### src/verilog/timer16_pkg.sv
/*
  Constants, types and helper functions shared by the 16-bit timer and its
  compare output units. Assumes one 100 MHz core clock and byte-wide CPU access.
*/
package timer16_pkg;
  localparam int unsigned CLK_MHZ = 100;
  localparam int unsigned ADDR_W = 4;
  localparam int unsigned CNT_W = 16;
  // ==========================================================================
  // byte offsets on the CPU bus
  localparam logic [3:0] OFS_CTRL_A = 4'h0;
  localparam logic [3:0] OFS_CTRL_B = 4'h1;
  localparam logic [3:0] OFS_STATUS = 4'h2;
  localparam logic [3:0] OFS_COUNT_L = 4'h4;
  localparam logic [3:0] OFS_COUNT_H = 4'h5;
  localparam logic [3:0] OFS_CMPA_L = 4'h6;
  localparam logic [3:0] OFS_CMPA_H = 4'h7;
  localparam logic [3:0] OFS_CMPB_L = 4'h8;
  localparam logic [3:0] OFS_CMPB_H = 4'h9;
  localparam logic [3:0] OFS_CAP_L = 4'hA;
  localparam logic [3:0] OFS_CAP_H = 4'hB;
  // ==========================================================================
  // field positions and reset values
  localparam int unsigned MODE_A_POS = 6;
  localparam int unsigned MODE_B_POS = 4;
  localparam int unsigned WSEL_LO_POS = 0;
  localparam int unsigned WSEL_HI_POS = 3;
  localparam int unsigned WRAP_BIT = 0;
  localparam int unsigned MATCH_A_BIT = 1;
  localparam int unsigned MATCH_B_BIT = 2;
  localparam logic [7:0] CTRL_RESET = 8'h00;
  localparam logic [15:0] WORD_RESET = 16'h0000;
  localparam logic [15:0] VAL_BOTTOM = 16'h0000;
  localparam logic [15:0] VAL_MAX = 16'hFFFF;
  localparam logic [15:0] TOP_8BIT = 16'h00FF;
  localparam logic [15:0] TOP_9BIT = 16'h01FF;
  localparam logic [15:0] TOP_10BIT = 16'h03FF;
  // ==========================================================================
  // mode classes, gray coded
  typedef enum logic [1:0] {
    CLS_NONPWM = 2'b00,
    CLS_FAST = 2'b01,
    CLS_PC = 2'b11,
    CLS_PFC = 2'b10
  } cls_t;

  function automatic cls_t class_of(input logic [3:0] wsel);
    case (wsel)
      4'h5, 4'h6, 4'h7, 4'hE, 4'hF: class_of = CLS_FAST;
      4'h1, 4'h2, 4'h3, 4'hA, 4'hB: class_of = CLS_PC;
      4'h8, 4'h9: class_of = CLS_PFC;
      default: class_of = CLS_NONPWM;
    endcase
  endfunction : class_of

  function automatic logic [15:0] top_of(input logic [3:0] wsel, input logic [15:0] cmp_a,
                                         input logic [15:0] cap);
    case (wsel)
      4'h1, 4'h5: top_of = TOP_8BIT;
      4'h2, 4'h6: top_of = TOP_9BIT;
      4'h3, 4'h7: top_of = TOP_10BIT;
      4'h4, 4'h9, 4'hB, 4'hF: top_of = cmp_a;
      4'h8, 4'hA, 4'hC, 4'hE: top_of = cap;
      default: top_of = VAL_MAX;
    endcase
  endfunction : top_of
endpackage : timer16_pkg

### src/verilog/timer16.sv
/*
  16-bit timer with byte-wide CPU access through a shared high-byte latch,
  a single- and dual-slope counter, buffered compare values and two compare output pins.
  Assumes a CPU with one read or write strobe per cycle, synchronous inputs.
*/
`timescale 1ns/1ps
module timer16 #(
  parameter int unsigned WORD_W = timer16_pkg::CNT_W
) (
  input wire logic core_clk,
  input wire logic resetn,
  input wire logic timer_tick,
  input wire logic [timer16_pkg::ADDR_W-1:0] addr,
  input wire logic rd_en,
  input wire logic wr_en,
  input wire logic [7:0] wdata,
  output logic [7:0] rdata_r,
  input wire logic port_out_a,
  input wire logic port_out_b,
  input wire logic dir_out_a,
  input wire logic dir_out_b,
  output logic pin_a_out_r,
  output logic pin_a_oe_r,
  output logic pin_b_out_r,
  output logic pin_b_oe_r,
  output logic [2:0] flags_r
);
  import timer16_pkg::*;

  if (WORD_W != 16) begin : g_bad_width
    $error("timer16 supports only 16-bit words");
  end

  logic [7:0] ctrl_a_r, ctrl_a_nxt, ctrl_b_r, ctrl_b_nxt, latch_r, latch_nxt, rdata_nxt;
  logic [15:0] count_r, count_nxt, cap_r, cap_nxt;
  logic [15:0] cmpa_buf_r, cmpa_buf_nxt, cmpb_buf_r, cmpb_buf_nxt;
  logic [15:0] cmpa_act_r, cmpa_act_nxt, cmpb_act_r, cmpb_act_nxt;
  logic count_up_r, count_up_nxt;
  logic [2:0] flags_nxt;
  logic pin_a_out_nxt, pin_b_out_nxt;
  logic [3:0] wsel;
  cls_t cls;
  logic [15:0] top;
  logic at_top, at_bottom, upd_cmp, wrap_evt, match_a, match_b, wave_a, wave_b;
  logic [1:0] out_mode_a, out_mode_b;

  assign out_mode_a = ctrl_a_r[MODE_A_POS +: 2];
  assign out_mode_b = ctrl_a_r[MODE_B_POS +: 2];
  assign wsel = {ctrl_b_r[WSEL_HI_POS +: 2], ctrl_a_r[WSEL_LO_POS +: 2]};
  assign cls = class_of(wsel);
  assign top = top_of(wsel, cmpa_act_r, cap_r);
  assign at_top = (count_r == top);
  assign at_bottom = (count_r == VAL_BOTTOM);
  assign match_a = (count_r == cmpa_act_r);
  assign match_b = (count_r == cmpb_act_r);
  // buffered compares refresh at top, except phase and frequency correct
  assign upd_cmp = (cls == CLS_PFC) ? at_bottom : at_top;
  always_comb begin
    case (cls)
      CLS_NONPWM: wrap_evt = (count_r == VAL_MAX);
      CLS_FAST: wrap_evt = at_top;
      default: wrap_evt = at_bottom && !count_up_r;
    endcase
  end

  // ==========================================================================
  // bus access and timer state
  always_comb begin
    ctrl_a_nxt = ctrl_a_r;
    ctrl_b_nxt = ctrl_b_r;
    latch_nxt = latch_r;
    rdata_nxt = rdata_r;
    count_nxt = count_r;
    count_up_nxt = count_up_r;
    cap_nxt = cap_r;
    cmpa_buf_nxt = cmpa_buf_r;
    cmpb_buf_nxt = cmpb_buf_r;
    cmpa_act_nxt = cmpa_act_r;
    cmpb_act_nxt = cmpb_act_r;
    flags_nxt = flags_r;
    // counter sequencing, gated by the tick
    if (timer_tick) begin
      case (cls)
        CLS_NONPWM, CLS_FAST: count_nxt = at_top ? VAL_BOTTOM : count_r + 16'h0001;
        default: begin
          if (count_up_r && at_top) begin
            count_up_nxt = 1'b0;
            count_nxt = count_r - 16'h0001;
          end else if (!count_up_r && at_bottom) begin
            count_up_nxt = 1'b1;
            count_nxt = count_r + 16'h0001;
          end else begin
            count_nxt = count_up_r ? count_r + 16'h0001 : count_r - 16'h0001;
          end
        end
      endcase
      if (upd_cmp) begin
        cmpa_act_nxt = cmpa_buf_r;
        cmpb_act_nxt = cmpb_buf_r;
      end
      if (match_a) flags_nxt[MATCH_A_BIT] = 1'b1;
      if (match_b) flags_nxt[MATCH_B_BIT] = 1'b1;
      if (wrap_evt) flags_nxt[WRAP_BIT] = 1'b1;
    end
    if (cls == CLS_NONPWM) begin
      // unbuffered in non-pwm modes
      cmpa_act_nxt = cmpa_buf_r;
      cmpb_act_nxt = cmpb_buf_r;
    end
    if (wr_en) begin
      case (addr)
        OFS_CTRL_A: ctrl_a_nxt = wdata;
        OFS_CTRL_B: ctrl_b_nxt = wdata & 8'h18;
        // write one clears; a tick event in the same cycle wins only if the flag was not already set
        OFS_STATUS: flags_nxt = flags_r & ~wdata[2:0] | (flags_nxt & ~flags_r);
        OFS_COUNT_H, OFS_CMPA_H, OFS_CMPB_H, OFS_CAP_H: latch_nxt = wdata;
        OFS_COUNT_L: count_nxt = {latch_r, wdata};
        OFS_CMPA_L: cmpa_buf_nxt = {latch_r, wdata};
        OFS_CMPB_L: cmpb_buf_nxt = {latch_r, wdata};
        OFS_CAP_L: cap_nxt = {latch_r, wdata};
        default: latch_nxt = latch_r;
      endcase
    end
    if (rd_en) begin
      case (addr)
        OFS_CTRL_A: rdata_nxt = ctrl_a_r;
        OFS_CTRL_B: rdata_nxt = ctrl_b_r;
        OFS_STATUS: rdata_nxt = {5'h00, flags_r};
        OFS_COUNT_L: begin
          rdata_nxt = count_r[7:0];
          if (!wr_en) latch_nxt = count_r[15:8];
        end
        OFS_CAP_L: begin
          rdata_nxt = cap_r[7:0];
          if (!wr_en) latch_nxt = cap_r[15:8];
        end
        OFS_COUNT_H, OFS_CAP_H: rdata_nxt = latch_r;
        OFS_CMPA_L: rdata_nxt = cmpa_buf_r[7:0];
        OFS_CMPA_H: rdata_nxt = cmpa_buf_r[15:8];
        OFS_CMPB_L: rdata_nxt = cmpb_buf_r[7:0];
        OFS_CMPB_H: rdata_nxt = cmpb_buf_r[15:8];
        default: rdata_nxt = 8'h00;
      endcase
    end
  end

  always_ff @(posedge core_clk or negedge resetn) begin
    if (!resetn) begin
      ctrl_a_r <= CTRL_RESET;
      ctrl_b_r <= CTRL_RESET;
      latch_r <= 8'h00;
      rdata_r <= 8'h00;
      count_r <= WORD_RESET;
      count_up_r <= 1'b1;
      cap_r <= WORD_RESET;
      cmpa_buf_r <= WORD_RESET;
      cmpb_buf_r <= WORD_RESET;
      cmpa_act_r <= WORD_RESET;
      cmpb_act_r <= WORD_RESET;
      flags_r <= 3'h0;
    end else begin
      ctrl_a_r <= ctrl_a_nxt;
      ctrl_b_r <= ctrl_b_nxt;
      latch_r <= latch_nxt;
      rdata_r <= rdata_nxt;
      count_r <= count_nxt;
      count_up_r <= count_up_nxt;
      cap_r <= cap_nxt;
      cmpa_buf_r <= cmpa_buf_nxt;
      cmpb_buf_r <= cmpb_buf_nxt;
      cmpa_act_r <= cmpa_act_nxt;
      cmpb_act_r <= cmpb_act_nxt;
      flags_r <= flags_nxt;
    end
  end

  // ==========================================================================
  // compare output channels and pins
  compare_out_unit #(.IS_CHAN_A(1'b1)) u_out_a (
    .core_clk(core_clk), .resetn(resetn), .tick(timer_tick), .cls(cls), .out_mode_n(out_mode_a),
    .waveform_select_bit3(wsel[3]), .match(match_a), .cmp_is_top(cmpa_act_r == top),
    .at_bottom(at_bottom), .count_up(count_up_r), .wave_r(wave_a)
  );
  compare_out_unit #(.IS_CHAN_A(1'b0)) u_out_b (
    .core_clk(core_clk), .resetn(resetn), .tick(timer_tick), .cls(cls), .out_mode_n(out_mode_b),
    .waveform_select_bit3(wsel[3]), .match(match_b), .cmp_is_top(cmpb_act_r == top),
    .at_bottom(at_bottom), .count_up(count_up_r), .wave_r(wave_b)
  );

  // mode 01 in a pwm class leaves the pin to the port unless waveform bit 3 is set
  function automatic logic wave_owns(input logic [1:0] mode, input cls_t c, input logic bit3);
    wave_owns = (mode != 2'b00) && !((c != CLS_NONPWM) && (mode == 2'b01) && !bit3);
  endfunction : wave_owns

  always_comb begin
    pin_a_out_nxt = wave_owns(out_mode_a, cls, wsel[3]) ? wave_a : port_out_a;
    pin_b_out_nxt = wave_owns(out_mode_b, cls, wsel[3]) ? wave_b : port_out_b;
  end

  // pin values lag the waveform by one cycle so every output is a flop
  always_ff @(posedge core_clk or negedge resetn) begin
    if (!resetn) begin
      pin_a_out_r <= 1'b0;
      pin_b_out_r <= 1'b0;
      pin_a_oe_r <= 1'b0;
      pin_b_oe_r <= 1'b0;
    end else begin
      pin_a_out_r <= pin_a_out_nxt;
      pin_b_out_r <= pin_b_out_nxt;
      pin_a_oe_r <= dir_out_a;
      pin_b_oe_r <= dir_out_b;
    end
  end

  AST_HIGH_WRITE_LATCH: assert property (@(posedge core_clk) disable iff (!resetn)
    wr_en && addr == OFS_CMPB_H && !rd_en |=> latch_r == $past(wdata))
    else $error("high-byte write did not load latch");
  AST_LOW_WRITE_LOAD: assert property (@(posedge core_clk) disable iff (!resetn)
    wr_en && addr == OFS_CMPA_L |=> cmpa_buf_r == {$past(latch_r), $past(wdata)})
    else $error("low-byte write did not load word");
  AST_LATCH_REUSE: assert property (@(posedge core_clk) disable iff (!resetn)
    wr_en && addr == OFS_CAP_L && !rd_en |=> latch_r == $past(latch_r))
    else $error("low-byte write disturbed latch");
  AST_LOW_READ_COPY: assert property (@(posedge core_clk) disable iff (!resetn)
    rd_en && !wr_en && addr == OFS_COUNT_L |=> latch_r == $past(count_r[15:8]) ##0
    rdata_r == $past(count_r[7:0]))
    else $error("low-byte read did not copy high byte");
  AST_CMP_READ_DIRECT: assert property (@(posedge core_clk) disable iff (!resetn)
    rd_en && !wr_en && addr == OFS_CMPA_H |=> $stable(latch_r) && rdata_r == $past(cmpa_buf_r[15:8]))
    else $error("compare read touched latch");
  AST_PFC_BOTTOM_LOAD: assert property (@(posedge core_clk) disable iff (!resetn)
    timer_tick && cls == CLS_PFC && !at_bottom && !(wr_en && addr == OFS_CTRL_B)
    && !(wr_en && addr == OFS_CTRL_A) |=> $stable(cmpb_act_r))
    else $error("compare reloaded away from bottom");
  AST_IDLE_NO_COUNT: assert property (@(posedge core_clk) disable iff (!resetn)
    !timer_tick && !wr_en |=> $stable(count_r) && $stable(flags_r))
    else $error("counter moved without tick");
  AST_MATCH_FLAG: assert property (@(posedge core_clk) disable iff (!resetn)
    timer_tick && match_a |=> flags_r[MATCH_A_BIT])
    else $error("match flag not set");
  AST_PIN_ENABLE: assert property (@(posedge core_clk) disable iff (!resetn)
    ##1 pin_a_oe_r == $past(dir_out_a) && pin_b_oe_r == $past(dir_out_b))
    else $error("pin enable ignores direction");
  AST_PIN_OWNER: assert property (@(posedge core_clk) disable iff (!resetn)
    out_mode_a == 2'b00 |=> pin_a_out_r == $past(port_out_a))
    else $error("disconnected pin not from port");
  AST_PWM_DISCONNECT: assert property (@(posedge core_clk) disable iff (!resetn)
    cls != CLS_NONPWM && out_mode_a == 2'b01 && !wsel[3] |=> pin_a_out_r == $past(port_out_a))
    else $error("pwm mode 01 did not leave pin to port");
endmodule : timer16

### src/verilog/compare_out_unit.sv
/*
  One compare output channel: holds the waveform level and applies the
  compare output mode for the current mode class on each timer tick.
  Assumes match, bottom and direction are presented with the tick.
*/
`timescale 1ns/1ps
module compare_out_unit #(
  parameter bit IS_CHAN_A = 1'b1
) (
  input wire logic core_clk,
  input wire logic resetn,
  input wire logic tick,
  input wire timer16_pkg::cls_t cls,
  input wire logic [1:0] out_mode_n,
  input wire logic waveform_select_bit3,
  input wire logic match,
  input wire logic cmp_is_top,
  input wire logic at_bottom,
  input wire logic count_up,
  output logic wave_r
);
  import timer16_pkg::*;

  logic wave_nxt;

  // ==========================================================================
  // waveform level
  always_comb begin
    wave_nxt = wave_r;
    if (tick) begin
      case (cls)
        CLS_NONPWM: begin
          if (match) begin
            case (out_mode_n)
              2'b01: wave_nxt = ~wave_r;
              2'b10: wave_nxt = 1'b0;
              2'b11: wave_nxt = 1'b1;
              default: wave_nxt = wave_r;
            endcase
          end
        end
        CLS_FAST: begin
          if (out_mode_n == 2'b01) begin
            if (match && waveform_select_bit3 && IS_CHAN_A) wave_nxt = ~wave_r;
          end else if (out_mode_n[1]) begin
            if (at_bottom) wave_nxt = ~out_mode_n[0];
            // a compare equal to top is ignored, only bottom acts
            if (match && !cmp_is_top) wave_nxt = out_mode_n[0];
          end
        end
        CLS_PC, CLS_PFC: begin
          if (out_mode_n == 2'b01) begin
            if (match && waveform_select_bit3 && IS_CHAN_A) wave_nxt = ~wave_r;
          end else if (out_mode_n[1] && match) begin
            wave_nxt = count_up ? out_mode_n[0] : ~out_mode_n[0];
          end
        end
        default: wave_nxt = wave_r;
      endcase
    end
  end

  always_ff @(posedge core_clk or negedge resetn) begin
    if (!resetn) wave_r <= 1'b0;
    else wave_r <= wave_nxt;
  end

  AST_NONPWM_SET: assert property (@(posedge core_clk) disable iff (!resetn)
    tick && cls == CLS_NONPWM && out_mode_n == 2'b11 && match |=> wave_r)
    else $error("set on match missed");
  AST_FAST_TOP_IGNORED: assert property (@(posedge core_clk) disable iff (!resetn)
    tick && cls == CLS_FAST && out_mode_n[1] && match && cmp_is_top && !at_bottom |=> $stable(wave_r))
    else $error("match at top acted in fast pwm");
  AST_DUAL_DOWN: assert property (@(posedge core_clk) disable iff (!resetn)
    tick && (cls == CLS_PC || cls == CLS_PFC) && out_mode_n == 2'b10 && match && !count_up |=> wave_r)
    else $error("down-count match did not set");
endmodule : compare_out_unit

### config.mk
export PLATFORM = sky130hd
export DESIGN_NAME = timer16
export DESIGN_NICKNAME = d
export VERILOG_FILES = /design/src/verilog/timer16_pkg.sv /design/src/verilog/timer16.sv /design/src/verilog/compare_out_unit.sv
export SDC_FILE = /design/constraint.sdc
export NUM_CORES = 1
export LEC_CHECK = 0
export BUFFER_PORTS_ARGS = -buffer_cell sky130_fd_sc_hd__clkbuf_2
export CORE_MARGIN = 3
export CORE_UTILIZATION = 30
export CTS_CLUSTER_DIAMETER = 30
export DETAILED_ROUTE_END_ITERATION = 7
export MAX_ROUTING_LAYER = met4
export PLACE_DENSITY = 0.5
export SETUP_SLACK_MARGIN = 0.2
export SLEW_MARGIN = 20
export SYNTH_ARGS = -nofsm -noshare
export SYNTH_HDL_FRONTEND = slang
export SYNTH_SLANG_ARGS = --single-unit
### constraint.sdc
create_clock -name core_clk -period 10.1 [get_ports core_clk]
set_input_delay 0.505 -clock core_clk [delete_from_list [all_inputs] [get_ports core_clk]]
set_output_delay 0.505 -clock core_clk [all_outputs]
set_load 0.01 [all_outputs]
==> impl_results.md <==
- Area of the core: ~28000 µm²
- Die width: about 180 µm
- Largest fanout of any net on the critical path: 22
- Placement row count: 61
- Via-to-Cell Ratio: ~6
- Total number of yosys warnings: 0
- Kind of launch point of the worst setup path: flip-flop
- Buffers inserted by post-CTS timing repair: 0
- Critical path start-end classification: flip-flop to flip-flop
- Net total in the final layout: roughly 960
- Most common cell after layout, fill and taps aside: dfrtp_1
- Cell family with the largest share of critical-path delay: simple AND/OR/NAND/NOR gates
- Synth Instances: 944
- Count of cell types in the netlist: 80
- Reg-to-reg critical path endpoint: count_r[5]$_DFF_PN0_
- Number of cells on the critical path: 10
- VDD IR max: approximately 130 µV
- Clk slew on worst S/H paths: ~0.060 ns
- Unrepaired setup endpoints after global routing: false
- Maximum number of pins on one net before global-route repair: 73
- Wire length of the first global-routing pass: around 49000 µm
- Clock root buffer master: clkbuf_16
- Static Leakage: a little under 4 nW
- Biggest cell delay along the critical path: about 0.80 ns
- Aggregate negative setup slack: 0 ns
- Worst clock skew on the final layout: approximately 0.018 ns
- Number of design-rule violations left by the first detailed-router iteration: between 800 and 900
- Vias in the first global route: around 7400
- Total die area: approximately 31000 µm²
- Number of buffer and inverter instances along the worst setup path: 0
- Area added between synthesis and finish: 12.46%
- Number of diodes: 0
- Crit-path cells: nor2b_1 > nor2_1 > o22ai_1 > xor2_1 > or4_1 > or4_4 > a21oi_2 > mux2_2 > and3_1 > or3_1
- Sink count of the clock tree: 132
- Startpoint of the most critical register-to-register path: ctrl_b_r[3]$_DFFE_PN0P_
- Boundary pin count: 36
- Run status: completed
- TritonCTS clock tree: done
- Data required time at the worst endpoint: approximately 10 ns
- Transition time of the tightest slew-check pin: 1.057 ns
- Number of detailed-routing iterations run before antenna repair: 6
- DRC violation count after routing: 0
- Most area-consuming cells after synthesis: dfrtp_1 (37%), mux2_2 (11%), xnor2_1 (4.6%), xor2_1 (2.9%), nor2_1 (2.9%)
- Final HPWL DP: around 24000 µm
- Initial antenna violation count: 0
- Vert. Die Dim: 176.8 µm
- Number of failing hold endpoints at the final stage: 0
- Clock Latency Late Sink: around 0.44 ns
- CP max-delay cell: dfrtp_1
- Fraction of final layout cells sized beyond drive strength 1: 0.1905
- Worst R2R Setup Slack: ~5.5 ns
- Setup crit end: count_r[5]$_DFF_PN0_
- Flip-flop and latch count after synthesis: roughly 130
- Non-Filler Cell Area, Final: between 9000 and 10000 µm²
- Mean Syn Cell Area: between 9 and 10 µm²
- Endpoint class of the critical path: flip-flop
- Starting Density: 0.3100
- Area of placed instances: between 9000 and 10000 µm²
- DRT antenna net count: 0
- Gpl congestion: ~1
- Tightest slew margin relative to the limit: 0.2887
- Fraction of registers with async set/reset: 1.000
- Portion of synthesized cell area occupied by the leading cell type: 0.3744
- Maximum buffer depth of the clock tree: 2
- Reported max-cap violation count: 0
- Final clock period utilization by the worst path: 0.4529
- Min-delay worst type: input port to asynchronous set/reset pin
- Grt total ovfl: 0
- Routed len/inst: 25.10 µm
- Total via count after detailed routing: approximately 7800
- Dominant cell type by area after synthesis: dfrtp_1
- Detailed-route wire length: approximately 33000 µm
- Number of synthesized flops with an enable pin: 0
- Crit path launch: ctrl_b_r[3]$_DFFE_PN0P_
- Final count of pins violating max slew: 0
- Port Buf Inserts: 35
- Number of buffers inserted by hold repair at cts: 0
- Maximum operating frequency: ~220 MHz
- P per Cell Area: ~280 nW/µm²
- Cts bufs inserted: 17
- Arrival time worst endpoint: 4.87 ns
- Total routing resource utilization after global routing: 0.2207
- Minimum period implied by the final worst setup slack: 4.574 ns
- Depth of the worst register-to-register path: 10
- Count of endpoints failing setup in the final report: 0
- Number of nets produced by synthesis: just under 1000
- Most frequent cells in the layout: dfrtp_1 (131), mux2_2 (83), nor2_1 (66)
- Prevailing post-synth register cell: dfrtp_1
- H-tree depth: 4
- Post-cts sizing count: 0
- Cell area after synthesis: around 9000 µm²
- Sequential element share of the synthesized area: 0.3774
==> per-layer routing <==
layer,track usage,wire (µm)
met1,0.3004,14980
met3,0.04848,2308
met5,-,0
met2,0.3224,14870
met4,0.08151,1175
==> through the flow <==
step                power, W  cells  worst slack [ns]  hold slack [ns]    util
global route        0.002869   1328             5.243          0.09621  0.3486
finish              0.002724   1328             5.526          0.05880  0.3486
CTS                 0.002713   1328             5.573          0.09087  0.3486
floorplan           0.001671    944             6.664           0.2094       -
detailed placement  0.002042   1296             5.592           0.4926  0.3265
global placement    0.002042   1296             5.703           0.4883  0.3265
==> final cells by class <==
type / count / area, µm²
Clock buffer: 19 / 452.9
Timing Repair Buffer: 49 / 286.5
Multi-Input combinational cell: 703 / 5032
Inverter: 34 / 127.6
Clock inverter: 13 / 168.9
Sequential cell: 132 / 3304
Fill cell: 2903 / 18390
Tap cell: 378 / 473.0
==> state kept, by name, summed over array words and instances, names as in the netlist <==
signal          cells
cmpb_act_r         16
pin_a_out_r         1
ctrl_b_r            2
flags_r             3
cmpb_buf_r         16
u_out_b.wave_r      1
cap_r              16
count_up_r          1
count_r            16
pin_a_oe_r          1
u_out_a.wave_r      1
ctrl_a_r            8
latch_r             8
pin_b_oe_r          1
rdata_r             8
cmpa_buf_r         16
pin_b_out_r         1
cmpa_act_r         16
==> kinds of logic (layout without fill, tap and decap cells) <==
group | count (synthesis) | count (layout) | share of synthesized area
adders and majority gates | 3 | 3 | 0.004288
DFF | 132 | 132 | 0.3774
AOI/OAI and AO/OA | 252 | 252 | 0.2009
and+or+nand+nor | 254 | 254 | 0.1415
buffers and inverters | 109 | 115 | 0.04988
muxes | 119 | 119 | 0.1509
xor gates and xnor gates | 75 | 75 | 0.07503
==> cell usage after synthesis, drive strengths merged, types with 5 or more instances <==
| cell | instances |
|---|---|
| a31o | 6 |
| or3 | 8 |
| dfrtp | 131 |
| nand3 | 22 |
| a211oi | 13 |
| a222oi | 5 |
| mux2i | 24 |
| a22oi | 15 |
| nand2b | 15 |
| clkbuf | 52 |
| nand2 | 61 |
| a21oi | 52 |
| inv | 34 |
| buf | 23 |
| o22ai | 20 |
| xnor2 | 46 |
| a31oi | 20 |
| and2 | 7 |
| and3 | 7 |
| nor4 | 12 |
| nor2 | 68 |
| nor3 | 22 |
| nor2b | 7 |
| xor2 | 29 |
| o21a | 8 |
| o31a | 6 |
| mux2 | 94 |
| a221oi | 5 |
| nand4 | 11 |
| o31ai | 8 |
| o41ai | 6 |
| o21ai | 40 |
==> how the worst min path moves through the flow <==
stage,start,depth (start not counted),slack (ns),to
2_1_floorplan,resetn,0,0.21,cap_r[0]$_DFFE_PN0P_
3_3_place_gp,cmpb_buf_r[4]$_DFFE_PN0P_,1,0.49,cmpb_act_r[4]$_DFFE_PN0P_
3_5_place_dp,ctrl_a_r[3]$_DFFE_PN0P_,1,0.49,ctrl_a_r[3]$_DFFE_PN0P_
4_1_cts,resetn,1,0.09,cap_r[10]$_DFFE_PN0P_
5_1_grt,resetn,1,0.1,cap_r[10]$_DFFE_PN0P_
6_report,resetn,1,0.06,ctrl_a_r[0]$_DFFE_PN0P_
==> power breakdown <==
group | internal, W | switching, W
Combinational | 0.000465 | 0.000509
Clock | 0.000405 | 0.000263
Sequential | 0.000695 | 0.000387
Total | 0.00157 | 0.00116
Note: power is estimated with default switching activity, not from simulation.
